$ cat src/ct_switch_pkg.sv
package ct_switch_pkg;

  // Register index (printed offset), byte address is four times the index
  localparam logic [7:0]  AUG_LEAD_IDX       = 8'h18;
  // Second register shares the printed index; placed at the next word
  localparam logic [7:0]  AMP_BC_IDX         = 8'h19;
  localparam logic [11:0] AUG_LEAD_ADDR      = {2'h0, AUG_LEAD_IDX, 2'h0};
  localparam logic [11:0] AMP_BC_ADDR        = {2'h0, AMP_BC_IDX, 2'h0};
  localparam int          ADDR_W             = 12;

  // Reset values
  localparam logic [7:0]  AUG_LEAD_RST       = 8'h00;
  localparam logic [7:0]  AMP_BC_RST         = 8'h00;

  // Field positions in the augmented lead register
  localparam int          FOOT_CH6_BIT       = 7;
  localparam int          LEFT_CH5_BIT       = 6;
  localparam int          RIGHT_CH7_BIT      = 5;
  localparam int          RIGHT_CH4_BIT      = 4;
  localparam int          AMP_A_PWR_BIT      = 3;
  localparam int          AMP_A_SEL_LSB      = 0;

  // Field positions in the amplifier B/C register
  localparam int          AMP_C_PWR_BIT      = 7;
  localparam int          AMP_B_PWR_BIT      = 6;
  localparam int          AMP_B_SEL_LSB      = 3;
  localparam int          AMP_C_SEL_LSB      = 0;

  localparam int          SEL_W              = 3;
  localparam int          NUM_INPUTS         = 8;

  // One-hot input select lines, bit n = code n
  typedef logic [NUM_INPUTS-1:0] input_onehot_t;

endpackage

$ cat src/ct_input_decoder.sv
`timescale 1ns/1ps
module ct_input_decoder
  import ct_switch_pkg::*;
(
  input  wire logic                 core_clk,  // Core clock
  input  wire logic                 rst_sync_b, // Synchronised reset, active low
  input  wire logic [SEL_W-1:0]     sel,       // Electrode select code
  output logic      [NUM_INPUTS-1:0] onehot    // Registered one-hot switch lines
);
  import ct_switch_pkg::*;

  logic [NUM_INPUTS-1:0] nxt_onehot;
  logic [NUM_INPUTS-1:0] onehot_ff;

  // Code to one-hot: even codes positive, odd codes negative input
  always_comb
  begin
    nxt_onehot = '0;
    nxt_onehot[sel] = 1'b1;
  end

  always_ff @(posedge core_clk or negedge rst_sync_b)
  begin
    if (!rst_sync_b)
      onehot_ff <= input_onehot_t'(1);
    else
      onehot_ff <= nxt_onehot;
  end

  assign onehot = onehot_ff;

  chk_onehot_line: assert property (@(posedge core_clk) disable iff (!rst_sync_b)
    $onehot(onehot_ff)) else $error("select lines not one-hot");

endmodule

$ cat src/ct_switch_cfg.sv
`timescale 1ns/1ps
// Overview of operation
// - Register 0x18 resets zero, fully read/write
// - Bit 7 routes A+B average to ch6
// - Bit 6 routes A+C average to ch5
// - Bit 5 routes B+C average to ch7
// - Bit 4 routes B+C average to ch4
// - Bit 3 powers central amplifier A
// - Bits 2:0 pick amplifier A input
// - Second register resets zero, read/write
// - Second register bit 7 powers amplifier C
// - Second register bit 6 powers amplifier B
// - Bits 5:3 pick amplifier B input
// - Bits 2:0 pick amplifier C input
module ct_switch_cfg
  import ct_switch_pkg::*;
(
  input  wire logic                  core_clk,                // 40 MHz core clock
  input  wire logic                  rst_b,                   // Async reset, active low
  input  wire logic                  psel,                    // APB select
  input  wire logic                  penable,                 // APB enable
  input  wire logic                  pwrite,                  // APB direction
  input  wire logic [ADDR_W-1:0]     paddr,                   // APB byte address
  input  wire logic [31:0]           pwdata,                  // APB write data
  output logic      [31:0]           prdata,                  // APB read data
  output logic                       pready,                  // APB ready
  output logic                       pslverr,                 // APB error
  output logic                       foot_lead_to_ch6_en,     // A+B average to ch6 neg
  output logic                       left_lead_to_ch5_en,     // A+C average to ch5 neg
  output logic                       right_lead_to_ch7_en,    // B+C average to ch7 neg
  output logic                       right_lead_to_ch4_en,    // B+C average to ch4 neg
  output logic                       central_amp_a_power_on,  // Amplifier A power
  output logic                       central_amp_b_power_on,  // Amplifier B power
  output logic                       central_amp_c_power_on,  // Amplifier C power
  output logic      [NUM_INPUTS-1:0] central_amp_a_input_sel, // A input switch lines
  output logic      [NUM_INPUTS-1:0] central_amp_b_input_sel, // B input switch lines
  output logic      [NUM_INPUTS-1:0] central_amp_c_input_sel  // C input switch lines
);
  import ct_switch_pkg::*;

  logic       rst_meta_ff;
  logic       rst_sync_ff;
  logic [7:0] aug_lead_ff;
  logic [7:0] nxt_aug_lead;
  logic [7:0] amp_bc_ff;
  logic [7:0] nxt_amp_bc;
  logic [31:0] prdata_ff;
  logic [31:0] nxt_prdata;
  logic       pslverr_ff;
  logic       nxt_pslverr;
  logic       pready_ff;
  logic       nxt_pready;
  logic       access;
  logic       complete;

  // Reset release through two flip-flops
  always_ff @(posedge core_clk or negedge rst_b)
  begin
    if (!rst_b)
    begin
      rst_meta_ff <= 1'b0;
      rst_sync_ff <= 1'b0;
    end
    else
    begin
      rst_meta_ff <= 1'b1;
      rst_sync_ff <= rst_meta_ff;
    end
  end

  // Register map: one byte register per 32-bit word
  // Both registers share one printed index, so the second sits one word up
  // Any other word answers with an error and stores nothing
  // Upper write bits are dropped, upper read bits are zero

  // Address decode shared by read and write paths
  function automatic logic addr_hit(input logic [ADDR_W-1:0] a);
    addr_hit = (a == AUG_LEAD_ADDR) || (a == AMP_BC_ADDR);
  endfunction

  // Access phase; answered in one wait cycle via registered pready
  assign access = psel && penable && !pready_ff;
  // Completion edge: the master samples pready high here, so writes land now
  assign complete = psel && penable && pready_ff;

  // Next register values and APB answer
  always_comb
  begin
    nxt_aug_lead = aug_lead_ff;
    nxt_amp_bc   = amp_bc_ff;
    nxt_prdata   = prdata_ff;
    nxt_pslverr  = 1'b0;
    nxt_pready   = access;
    // Write lands only on the edge where the master sees pready high
    if (complete && pwrite)
    begin
      if (paddr == AUG_LEAD_ADDR)
        nxt_aug_lead = pwdata[7:0];
      if (paddr == AMP_BC_ADDR)
        nxt_amp_bc = pwdata[7:0];
    end
    // First access cycle prepares the answer shown with pready
    if (access)
    begin
      nxt_pslverr = !addr_hit(paddr);
      if (pwrite)
        nxt_prdata = prdata_ff;
      else if (paddr == AUG_LEAD_ADDR)
        nxt_prdata = {24'h000000, aug_lead_ff};
      else if (paddr == AMP_BC_ADDR)
        nxt_prdata = {24'h000000, amp_bc_ff};
      else
        nxt_prdata = 32'h00000000;
    end
  end

  always_ff @(posedge core_clk or negedge rst_sync_ff)
  begin
    if (!rst_sync_ff)
    begin
      aug_lead_ff <= AUG_LEAD_RST;
      amp_bc_ff   <= AMP_BC_RST;
      prdata_ff   <= 32'h00000000;
      pslverr_ff  <= 1'b0;
      pready_ff   <= 1'b0;
    end
    else
    begin
      aug_lead_ff <= nxt_aug_lead;
      amp_bc_ff   <= nxt_amp_bc;
      prdata_ff   <= nxt_prdata;
      pslverr_ff  <= nxt_pslverr;
      pready_ff   <= nxt_pready;
    end
  end

  assign prdata  = prdata_ff;
  assign pready  = pready_ff;
  assign pslverr = pslverr_ff;

  // Switch and power lines straight from stored bits
  assign foot_lead_to_ch6_en    = aug_lead_ff[FOOT_CH6_BIT];
  assign left_lead_to_ch5_en    = aug_lead_ff[LEFT_CH5_BIT];
  assign right_lead_to_ch7_en   = aug_lead_ff[RIGHT_CH7_BIT];
  assign right_lead_to_ch4_en   = aug_lead_ff[RIGHT_CH4_BIT];
  assign central_amp_a_power_on = aug_lead_ff[AMP_A_PWR_BIT];
  assign central_amp_c_power_on = amp_bc_ff[AMP_C_PWR_BIT];
  assign central_amp_b_power_on = amp_bc_ff[AMP_B_PWR_BIT];

  // Input selection decoders, one per amplifier
  ct_input_decoder u_dec_a (
    .core_clk   (core_clk),
    .rst_sync_b (rst_sync_ff),
    .sel        (nxt_aug_lead[AMP_A_SEL_LSB +: SEL_W]),
    .onehot     (central_amp_a_input_sel)
  );

  ct_input_decoder u_dec_b (
    .core_clk   (core_clk),
    .rst_sync_b (rst_sync_ff),
    .sel        (nxt_amp_bc[AMP_B_SEL_LSB +: SEL_W]),
    .onehot     (central_amp_b_input_sel)
  );

  ct_input_decoder u_dec_c (
    .core_clk   (core_clk),
    .rst_sync_b (rst_sync_ff),
    .sel        (nxt_amp_bc[AMP_C_SEL_LSB +: SEL_W]),
    .onehot     (central_amp_c_input_sel)
  );

  // Register write, output line and ready handshake checks
  chk_aug_write: assert property (@(posedge core_clk) disable iff (!rst_sync_ff)
    complete && pwrite && paddr == AUG_LEAD_ADDR |=> aug_lead_ff == $past(pwdata[7:0]))
    else $error("augmented register write lost");
  chk_bc_write: assert property (@(posedge core_clk) disable iff (!rst_sync_ff)
    complete && pwrite && paddr == AMP_BC_ADDR |=> amp_bc_ff == $past(pwdata[7:0]))
    else $error("amp b/c register write lost");
  chk_ch6_path: assert property (@(posedge core_clk) disable iff (!rst_sync_ff)
    foot_lead_to_ch6_en == aug_lead_ff[FOOT_CH6_BIT]) else $error("ch6 path wrong");
  chk_ch5_path: assert property (@(posedge core_clk) disable iff (!rst_sync_ff)
    left_lead_to_ch5_en == aug_lead_ff[LEFT_CH5_BIT]) else $error("ch5 path wrong");
  chk_ch7_path: assert property (@(posedge core_clk) disable iff (!rst_sync_ff)
    right_lead_to_ch7_en == aug_lead_ff[RIGHT_CH7_BIT]) else $error("ch7 path wrong");
  chk_ch4_path: assert property (@(posedge core_clk) disable iff (!rst_sync_ff)
    right_lead_to_ch4_en == aug_lead_ff[RIGHT_CH4_BIT]) else $error("ch4 path wrong");
  chk_amp_power: assert property (@(posedge core_clk) disable iff (!rst_sync_ff)
    complete && pwrite && paddr == AUG_LEAD_ADDR |=>
    central_amp_a_power_on == $past(pwdata[AMP_A_PWR_BIT])) else $error("A power wrong");
  chk_bc_power: assert property (@(posedge core_clk) disable iff (!rst_sync_ff)
    central_amp_c_power_on == amp_bc_ff[AMP_C_PWR_BIT]
    && central_amp_b_power_on == amp_bc_ff[AMP_B_PWR_BIT]) else $error("B/C power wrong");
  chk_sel_a: assert property (@(posedge core_clk) disable iff (!rst_sync_ff)
    central_amp_a_input_sel[aug_lead_ff[AMP_A_SEL_LSB +: SEL_W]]) else $error("A sel wrong");
  chk_sel_b: assert property (@(posedge core_clk) disable iff (!rst_sync_ff)
    central_amp_b_input_sel[amp_bc_ff[AMP_B_SEL_LSB +: SEL_W]]) else $error("B sel wrong");
  chk_sel_c: assert property (@(posedge core_clk) disable iff (!rst_sync_ff)
    central_amp_c_input_sel[amp_bc_ff[AMP_C_SEL_LSB +: SEL_W]]) else $error("C sel wrong");
  chk_ready_pulse: assert property (@(posedge core_clk) disable iff (!rst_sync_ff)
    psel && penable && !pready |=> pready) else $error("no answer");


  // Read data carries the stored byte of register 0
  chk_read_aug: assert property (@(posedge core_clk) disable iff (!rst_sync_ff)
    access && !pwrite && paddr == AUG_LEAD_ADDR |=>
    prdata == {24'h000000, $past(aug_lead_ff)})
    else $error("augmented register read wrong");

  // Read data carries the stored byte of register 1
  chk_read_bc: assert property (@(posedge core_clk) disable iff (!rst_sync_ff)
    access && !pwrite && paddr == AMP_BC_ADDR |=>
    prdata == {24'h000000, $past(amp_bc_ff)})
    else $error("amp b/c register read wrong");

  // Unmapped word is answered with an error
  chk_bad_addr_err: assert property (@(posedge core_clk) disable iff (!rst_sync_ff)
    access && !addr_hit(paddr) |=>
    pready && pslverr)
    else $error("unmapped access not refused");

  // Mapped word is answered without error
  chk_good_addr_ok: assert property (@(posedge core_clk) disable iff (!rst_sync_ff)
    access && addr_hit(paddr) |=>
    pready && !pslverr)
    else $error("mapped access refused");

  // Refused write leaves both registers alone
  chk_bad_write_kept: assert property (@(posedge core_clk) disable iff (!rst_sync_ff)
    complete && pwrite && !addr_hit(paddr) |=>
    $stable(aug_lead_ff) && $stable(amp_bc_ff))
    else $error("unmapped write changed a register");

  // Without a completed write the registers hold
  chk_idle_kept: assert property (@(posedge core_clk) disable iff (!rst_sync_ff)
    !(complete && pwrite) |=>
    $stable(aug_lead_ff) && $stable(amp_bc_ff))
    else $error("register changed without write");

  // Ready is a single-cycle pulse
  chk_ready_single: assert property (@(posedge core_clk) disable iff (!rst_sync_ff)
    pready |=>
    !pready)
    else $error("ready held too long");

  // Error only shows together with ready
  chk_err_ready: assert property (@(posedge core_clk) disable iff (!rst_sync_ff)
    pslverr |->
    pready)
    else $error("error without ready");

  // Amplifier B power follows the written bit
  chk_b_power: assert property (@(posedge core_clk) disable iff (!rst_sync_ff)
    complete && pwrite && paddr == AMP_BC_ADDR |=>
    central_amp_b_power_on == $past(pwdata[AMP_B_PWR_BIT]))
    else $error("B power wrong");

  // Amplifier C power follows the written bit
  chk_c_power: assert property (@(posedge core_clk) disable iff (!rst_sync_ff)
    complete && pwrite && paddr == AMP_BC_ADDR |=>
    central_amp_c_power_on == $past(pwdata[AMP_C_PWR_BIT]))
    else $error("C power wrong");

  // Amplifier A switch line follows the written code in the same edge
  chk_sel_a_write: assert property (@(posedge core_clk) disable iff (!rst_sync_ff)
    complete && pwrite && paddr == AUG_LEAD_ADDR |=>
    central_amp_a_input_sel[$past(pwdata[AMP_A_SEL_LSB +: SEL_W])])
    else $error("A sel late");

  // Amplifier C switch line follows the written code in the same edge
  chk_sel_c_write: assert property (@(posedge core_clk) disable iff (!rst_sync_ff)
    complete && pwrite && paddr == AMP_BC_ADDR |=>
    central_amp_c_input_sel[$past(pwdata[AMP_C_SEL_LSB +: SEL_W])])
    else $error("C sel late");

  // Upper read bits always zero
  chk_rdata_upper: assert property (@(posedge core_clk) disable iff (!rst_sync_ff)
    prdata[31:8] == 24'h000000)
    else $error("upper read bits set");

  // Main scenarios seen
  cov_aug_write: cover property (@(posedge core_clk) complete && pwrite && paddr == AUG_LEAD_ADDR);
  cov_bad_write: cover property (@(posedge core_clk)
    complete && pwrite && !addr_hit(paddr));
  cov_reset_release: cover property (@(posedge core_clk)
    $rose(rst_sync_ff));
  cov_bc_read: cover property (@(posedge core_clk) access && !pwrite && paddr == AMP_BC_ADDR);
  cov_bad_addr: cover property (@(posedge core_clk) pready && pslverr);

endmodule

$ cat config.mk
export PLATFORM = sky130hd
export DESIGN_NAME = ct_switch_cfg
export DESIGN_NICKNAME = d
export VERILOG_FILES = /design/src/ct_switch_pkg.sv /design/src/ct_input_decoder.sv /design/src/ct_switch_cfg.sv
export SDC_FILE = /design/constraint.sdc
export NUM_CORES = 1
export LEC_CHECK = 0
export BUFFER_PORTS_ARGS = -buffer_cell sky130_fd_sc_hd__buf_2
export CORE_AREA = 5 5 92 94
export CTS_CLUSTER_SIZE = 20
export DETAILED_ROUTE_END_ITERATION = 10
export DIE_AREA = 0 0 97 99
export PLACE_DENSITY_LB_ADDON = 0.25
export RECOVER_POWER = 100
export SETUP_SLACK_MARGIN = 0.1
export SLEW_MARGIN = 20
export SYNTH_ARGS = -nofsm -noshare
export SYNTH_HDL_FRONTEND = slang
export SYNTH_HIERARCHICAL = 1
export SYNTH_SLANG_ARGS = --single-unit
$ cat constraint.sdc
create_clock -name core_clk -period 1.6 [get_ports core_clk]
set_input_delay 0.08 -clock core_clk [delete_from_list [all_inputs] [get_ports core_clk]]
set_output_delay 0.08 -clock core_clk [all_outputs]
set_load 0.005 [all_outputs]
==> results of run 1 <==
[per-stage QoR]
stage	std cells	utilization	setup slack (ns)
2_1_floorplan	182	-	-0.304
3_3_place_gp	335	0.348	-0.423
3_5_place_dp	335	0.348	-0.411
4_1_cts	358	0.401	-0.128
5_1_grt	360	0.402	-0.207
6_report	360	0.402	-0.168
[sequential cells by signal, indices dropped and copies added, names as in the netlist]
name / flops
u_dec_a/onehot: 8
pready: 1
prdata: 8
u_dec_b/onehot: 8
amp_bc_ff: 8
u_dec_c/onehot: 8
aug_lead_ff: 8
rst_sync_ff: 1
rst_meta_ff: 1
pslverr: 1
[repair_timing]
action                     CTS  global route
hold buffers                 1             0
cloned                       9             0
gates resized for setup     40            11
hold endpoints to repair     2             0
pin swaps                   13            15
setup buffers                6             4
setup endpoints to repair   48            48
[worst max-delay path by stage]
stage | startpoint | slack (ns) | end
floorplan | paddr[0] | -0.30 | u_dec_b/onehot[3]
global placement | paddr[0] | -0.42 | u_dec_c/onehot[5]
detailed placement | paddr[0] | -0.41 | u_dec_a/onehot[5]
CTS | pready | -0.13 | u_dec_a/onehot[5]
global route | pready | -0.21 | prdata[4]
finish | paddr[0] | -0.17 | u_dec_b/onehot[6]
[power groups by stage]
stage	Combinational [mW]	Sequential [mW]	Clock, mW
2_1_floorplan	0.0806	1.37	0
3_3_place_gp	0.115	1.35	0
3_5_place_dp	0.115	1.35	0
4_1_cts	0.126	1.32	0.796
5_1_grt	0.139	1.32	0.854
6_report	0.120	1.32	0.759
[worst max-delay path: cells and delay by family]
kind	cells	cell delay [ns]
AND/OR/NAND/NOR	3	1.25
buffers and inverters	2	0.29
multiplexers	1	0.34
[final cells by class]
class	instances	share of cell area
tap	102	0.0419
clock buffer	5	0.0226
sequential	52	0.429
timing repair buffer	86	0.156
multi-input combinational	112	0.343
clock inverter	3	0.00699
[cells in the final DEF (no fill, tap or decap), drive strengths merged, types with 3 or more instances in the layout]
master / Yosys / routed
nand2: 9 / 9
conb: 2 / 25
buf: 27 / 51
and3: 3 / 3
and3b: 9 / 9
mux2i: 8 / 8
nor3b: 9 / 9
o21ai: 8 / 8
mux2: 16 / 25
nor3: 5 / 5
clkbuf: 0 / 39
dfstp: 3 / 3
dfrtp: 49 / 49
[routing by layer]
layer	vias up	part of all wire	track usage
met4	2	0.0052	0.0292
met5	-	0.0013	0
met1	740	0.43	0.151
li1	722	-	-
met2	55	0.48	0.180
met3	7	0.077	0.0389
[logic make-up (layout without fill, tap and decap cells)]
kind of cell	after synthesis	count (layout)	synth area share
AOI/OAI and AO/OA	8	8	0.0184
DFF	52	52	0.600
and+or+nand+nor	46	46	0.168
muxes	24	33	0.120
other	2	25	0.00346
buffers and inverters	27	94	0.0898
==> impl_metrics.py, run 1 <==
metrics = {
    "run_status": {
        "status": "finished with violations",
        "violations": "setup timing",
    },
    "timing": {
        "skew_ns": 0.00954,
        "rsz0062_at_grt": "true",
        "setup_viol": 40,
        "worstMarginPinSlew_ns": 0.624,
        "period_minus_slack_ns": 1.77,
        "maxSlewViolCount": 0,
        "setup_ws_ns": -0.168,
        "fin_crit_sh": 1.10,
        "maxSlewHeadroom": 0.584,
        "timing.fmax_mhz": 566,
        "fin_hold_ws_ns": 0.0284,
        "fin_setup_tns_ns": -4.51,
        "hold_viol": 0,
    },
    "die": {
        "die_y_microns": 99,
        "design.die.area_sq_mm": 0.00960,
        "core_sq_mm": 0.00757,
        "die_x_microns": 97,
        "initial_utilization": 0.287,
        "io_pins": 114,
        "row_count": 32,
    },
    "clock_network": {
        "h-tree-depth": 2,
        "cts_sinks": 52,
        "path_clk_slew_ns": 0.10,
        "clockRootBuffer": "clkbuf_8",
        "clkLatencyLatePin_ns": 0.30,
        "cts_buffers": 5,
        "clockBufferDepth": 2,
        "cts_tree": "yes",
    },
    "grt": {
        "antenna_found_initial": 1,
        "grt_max_degree": 26,
        "grt_pass1_wl_mm": 8.93,
        "overflow": 0,
        "track_usage": 0.115,
        "grt_pass1_vias": 1621,
    },
    "yosys": {
        "yosysSeqAreaShare": 0.600,
        "netlist_area_sq_mm": 0.00217,
        "synth-seq-cells": 52,
        "async_flop_share": 1.00,
        "yosys_warnings": 6,
        "syn_area_per_cell_sq_um": 13.7,
        "yosysTopAreaCell": "dfrtp_1",
        "ys_top_cells_by_count": "dfrtp_1, buf_4, mux2_2",
        "synth_top_area_share": 0.564,
        "synth_enable_flop_cells": 0,
        "synthFlopType": "dfrtp_1",
        "synthCells": 159,
        "yosysUniqueCellTypes": 24,
        "yosysMostFrequentCell": "dfrtp_1",
        "netlist_top_cells_area": "dfrtp_1, buf_4, mux2_2, and3b_2, mux2i_1",
    },
    "run": {
        "drv_cap": 0,
    },
    "critical_path": {
        "critPathMaxStageDelay_ns": 0.65,
        "cpMaxStageDelayCell": "or4_1",
        "reg2reg_to": "u_dec_b/onehot[6]",
        "crit_chain": "buf_2 -> or4_1 -> nor4_4 -> buf_6 -> mux2_4 -> and3b_2",
        "arrival_ns": 1.97,
        "cp-start-kind": "input pin",
        "cp_max_fo": 6,
        "worstReg2RegStart": "pready",
        "worstRegToRegCells": 5,
        "cp-end-kind": "flop",
        "reg2reg_setup_slack_ns": -0.15,
        "crit_type": "input pin to flop",
        "required_ns": 1.80,
    },
    "power": {
        "switching_power_mw": 0.527,
        "vdd_ir_drop_max_mv": 0.356,
        "total_power_mw": 2.20,
        "internal_power_mw": 1.67,
        "power_density_mw_per_mm2": 723,
        "clkPwrFrac": 0.345,
        "pwr-share-seq": 0.600,
        "pwr-share-comb": 0.055,
        "switching_share": 0.239,
        "p_leak_nw": 1.54,
    },
    "worst_hold_path": {
        "holdPathEnd": "amp_bc_ff[6]",
        "min-delay-start": "pwdata[6]",
        "whs_path_depth": 2,
        "worstHoldPathType": "input pin to flop",
    },
    "cells_and_area": {
        "regArea_sq_mm": 0.00131,
        "multiInputGateArea_sq_mm": 0.00104,
        "final_area_sq_mm": 0.00304,
        "drive_gt1_frac": 0.477,
        "diodes": 0,
        "fin_nets": 306,
        "area_delta_synth_final_pct": 40.0,
        "nFillCells": 740,
    },
    "placed_design": {
        "gp_congestion": 0.722,
        "numPortBuffers": 65,
        "placed_cell_area_sq_mm": 0.00264,
        "place_hpwl_mm": 3.51,
    },
    "drt": {
        "drt-total-wl_mm": 5.37,
        "drc": 0,
        "route.detailed.wl_per_inst_microns": 14.9,
        "firstDrtPassIters": 4,
        "viasPerCell": 4.24,
        "via_count": 1526,
        "route.antenna.remaining_nets": 0,
        "drt_iter0_drc": 41,
    },
}
(Power assumes the default switching activity.)
==> run 2: changes to the inputs <==
--- a/config.mk
+++ b/config.mk
@@ -6,10 +6,10 @@
 export NUM_CORES = 1
 export LEC_CHECK = 0
 export BUFFER_PORTS_ARGS = -buffer_cell sky130_fd_sc_hd__buf_2
-export CORE_AREA = 5 5 92 94
+export CORE_AREA = 5 5 80 82
 export CTS_CLUSTER_SIZE = 20
 export DETAILED_ROUTE_END_ITERATION = 10
-export DIE_AREA = 0 0 97 99
+export DIE_AREA = 0 0 85 87
 export PLACE_DENSITY_LB_ADDON = 0.25
 export RECOVER_POWER = 100
 export SETUP_SLACK_MARGIN = 0.1
==> impl_metrics.py, run 2 (same netlist as run 1, synthesis figures left out) <==
metrics = {
    "run_status": {
        "status": "finished with violations",
        "violations": "setup timing",
    },
    "cells_and_area": {
        "diodes": 0,
        "area_delta_synth_final_pct": 37.2,
        "layout_common_cells": "dfrtp_1, buf_2, clkbuf_1",
        "fin_nets": 303,
        "final_area_sq_mm": 0.00298,
        "layout_commonest_cell": "dfrtp_1",
        "nFillCells": 549,
        "drive_gt1_frac": 0.498,
    },
    "placed_design": {
        "numPortBuffers": 65,
        "gp_congestion": 0.731,
        "place_hpwl_mm": 3.37,
        "placed_cell_area_sq_mm": 0.00261,
    },
    "grt": {
        "grt_pass1_vias": 1635,
        "grt_max_degree": 29,
        "antenna_found_initial": 0,
        "track_usage": 0.140,
        "overflow": 0,
        "grt_pass1_wl_mm": 8.16,
    },
    "timing": {
        "hold_viol": 0,
        "fin_crit_sh": 1.09,
        "rsz0062_at_grt": "true",
        "skew_ns": 0.00608,
        "maxSlewViolCount": 0,
        "fin_hold_ws_ns": 0.0266,
        "worstMarginPinSlew_ns": 1.17,
        "period_minus_slack_ns": 1.75,
        "maxSlewHeadroom": 0.223,
        "setup_viol": 39,
        "setup_ws_ns": -0.148,
        "timing.fmax_mhz": 572,
    },
    "power": {
        "power_density_mw_per_mm2": 777,
        "switching_share": 0.209,
        "switching_power_mw": 0.485,
        "pwr-share-comb": 0.055,
        "vdd_ir_drop_max_mv": 0.590,
        "internal_power_mw": 1.83,
        "clkPwrFrac": 0.375,
        "pwr-share-seq": 0.570,
        "p_leak_nw": 1.53,
    },
    "die": {
        "initial_utilization": 0.383,
        "die_y_microns": 87,
        "die_x_microns": 85,
        "design.die.area_sq_mm": 0.00740,
        "io_pins": 114,
        "core_sq_mm": 0.00568,
        "row_count": 28,
    },
    "critical_path": {
        "critPathMaxStageDelay_ns": 0.57,
        "cp-end-kind": "flop",
        "crit_chain": "buf_6 -> or4_4 -> nor4_4 -> buf_2 -> mux2_4 -> and3b_2",
        "required_ns": 1.79,
        "crit_family": "simple AND/OR/NAND/NOR gates",
        "reg2reg_setup_slack_ns": -0.13,
        "cp-start-kind": "input pin",
        "crit_type": "input pin to flop",
        "cpMaxStageDelayCell": "or4_4",
        "worst-path-buf-inv": 2,
        "cp_max_fo": 7,
        "arrival_ns": 1.94,
    },
    "drt": {
        "route.antenna.remaining_nets": 0,
        "drt-total-wl_mm": 5.19,
        "viasPerCell": 4.70,
        "drt_iter0_drc": 40,
        "via_count": 1552,
        "route.detailed.wl_per_inst_microns": 15.7,
        "firstDrtPassIters": 4,
        "drc": 0,
    },
    "clock_network": {
        "clockRootBuffer": "clkbuf_8",
        "clockBufferDepth": 2,
        "h-tree-depth": 2,
        "cts_tree": "yes",
        "clkLatencyLatePin_ns": 0.30,
        "path_clk_slew_ns": 0.09,
        "cts_buffers": 5,
        "cts_sinks": 52,
    },
    "run": {
        "drv_cap": 0,
    },
    "worst_hold_path": {
        "worstHoldPathType": "input pin to flop",
    },
}
[run 2: cell count changes in the layout (fill, tap and decap cells not counted), moves of 2 or more]
cell,previous run,this run
mux2_4,24,18
mux2_2,1,7
nor3b_2,9,7
o21ai_1,3,0
o21ai_2,5,8
or4_1,2,0
clkbuf_1,32,29
buf_6,10,3
buf_2,34,39
buf_4,7,10
or4_4,0,2
[run 2: final cells by class]
type / count / area [sq um] / share of cell area
Timing Repair Buffer: 83 / 439 / 0.147
Clock buffer: 6 / 72.6 / 0.0243
Clock inverter: 2 / 35.0 / 0.0117
Multi-Input combinational cell: 112 / 1030 / 0.347
Sequential cell: 52 / 1310 / 0.438
Tap cell: 75 / 93.8 / 0.0315
[run 2: what timing repair did]
item | in CTS | in global routing
hold buffers | 1 | 0
cloned | 6 | 3
endpoints found under the hold margin | 2 | 0
gates resized for setup | 28 | 18
endpoints found under the setup margin | 48 | 45
pin swaps | 10 | 20
buffers inserted | 3 | 1
[run 2: path summary, 6_finish.rpt]
path                                   from                 to  depth (start not counted)
worst max-delay path              paddr[10]  u_dec_c/onehot[3]                          6
worst min-delay path              pwdata[6]       amp_bc_ff[6]                          2
worst max register to register       pready  u_dec_a/onehot[6]                          6
worst min register to register  rst_meta_ff        rst_sync_ff                          0
max in group asynchronous       rst_sync_ff  u_dec_c/onehot[4]                          1
min in group asynchronous             rst_b        rst_meta_ff                          2
[run 2: per-layer routing]
| metal | global-route usage | part of all wire |
|---|---|---|
| met1 | 0.179 | 0.43 |
| met2 | 0.223 | 0.48 |
| met3 | 0.0482 | 0.080 |
| met4 | 0.0460 | 0.018 |
| met5 | 0 | 0 |
[run 2: power groups by stage]
stage | Clock, mW | Combinational [mW] | Sequential [mW]
final | 0.869 | 0.126 | 1.32
after global routing | 0.956 | 0.144 | 1.32
after CTS | 0.896 | 0.126 | 1.32
after detailed placement | 0 | 0.117 | 1.35
after global placement | 0 | 0.115 | 1.35
after floorplan | 0 | 0.0806 | 1.37
[run 2: worst reg2reg max path: stages (launching register included)]
cell and delay [ns]:
dfrtp_1 0.37, nand4_1 0.17, buf_4 0.20, nor4_4 0.15
buf_6 0.18, mux2_4 0.34, and3b_2 0.22
[run 2: per-stage QoR]
step	utilization	setup TNS [ns]	cells	power (mW)	setup WS (ns)
after global routing	0.525	-6.51	330	2.42	-0.219
final	0.525	-3.28	330	2.32	-0.148
after CTS	0.516	-2.13	327	2.34	-0.111
after detailed placement	0.460	-12.78	309	1.46	-0.430
after floorplan	-	-9.27	182	1.45	-0.304
after global placement	0.460	-12.75	309	1.46	-0.422
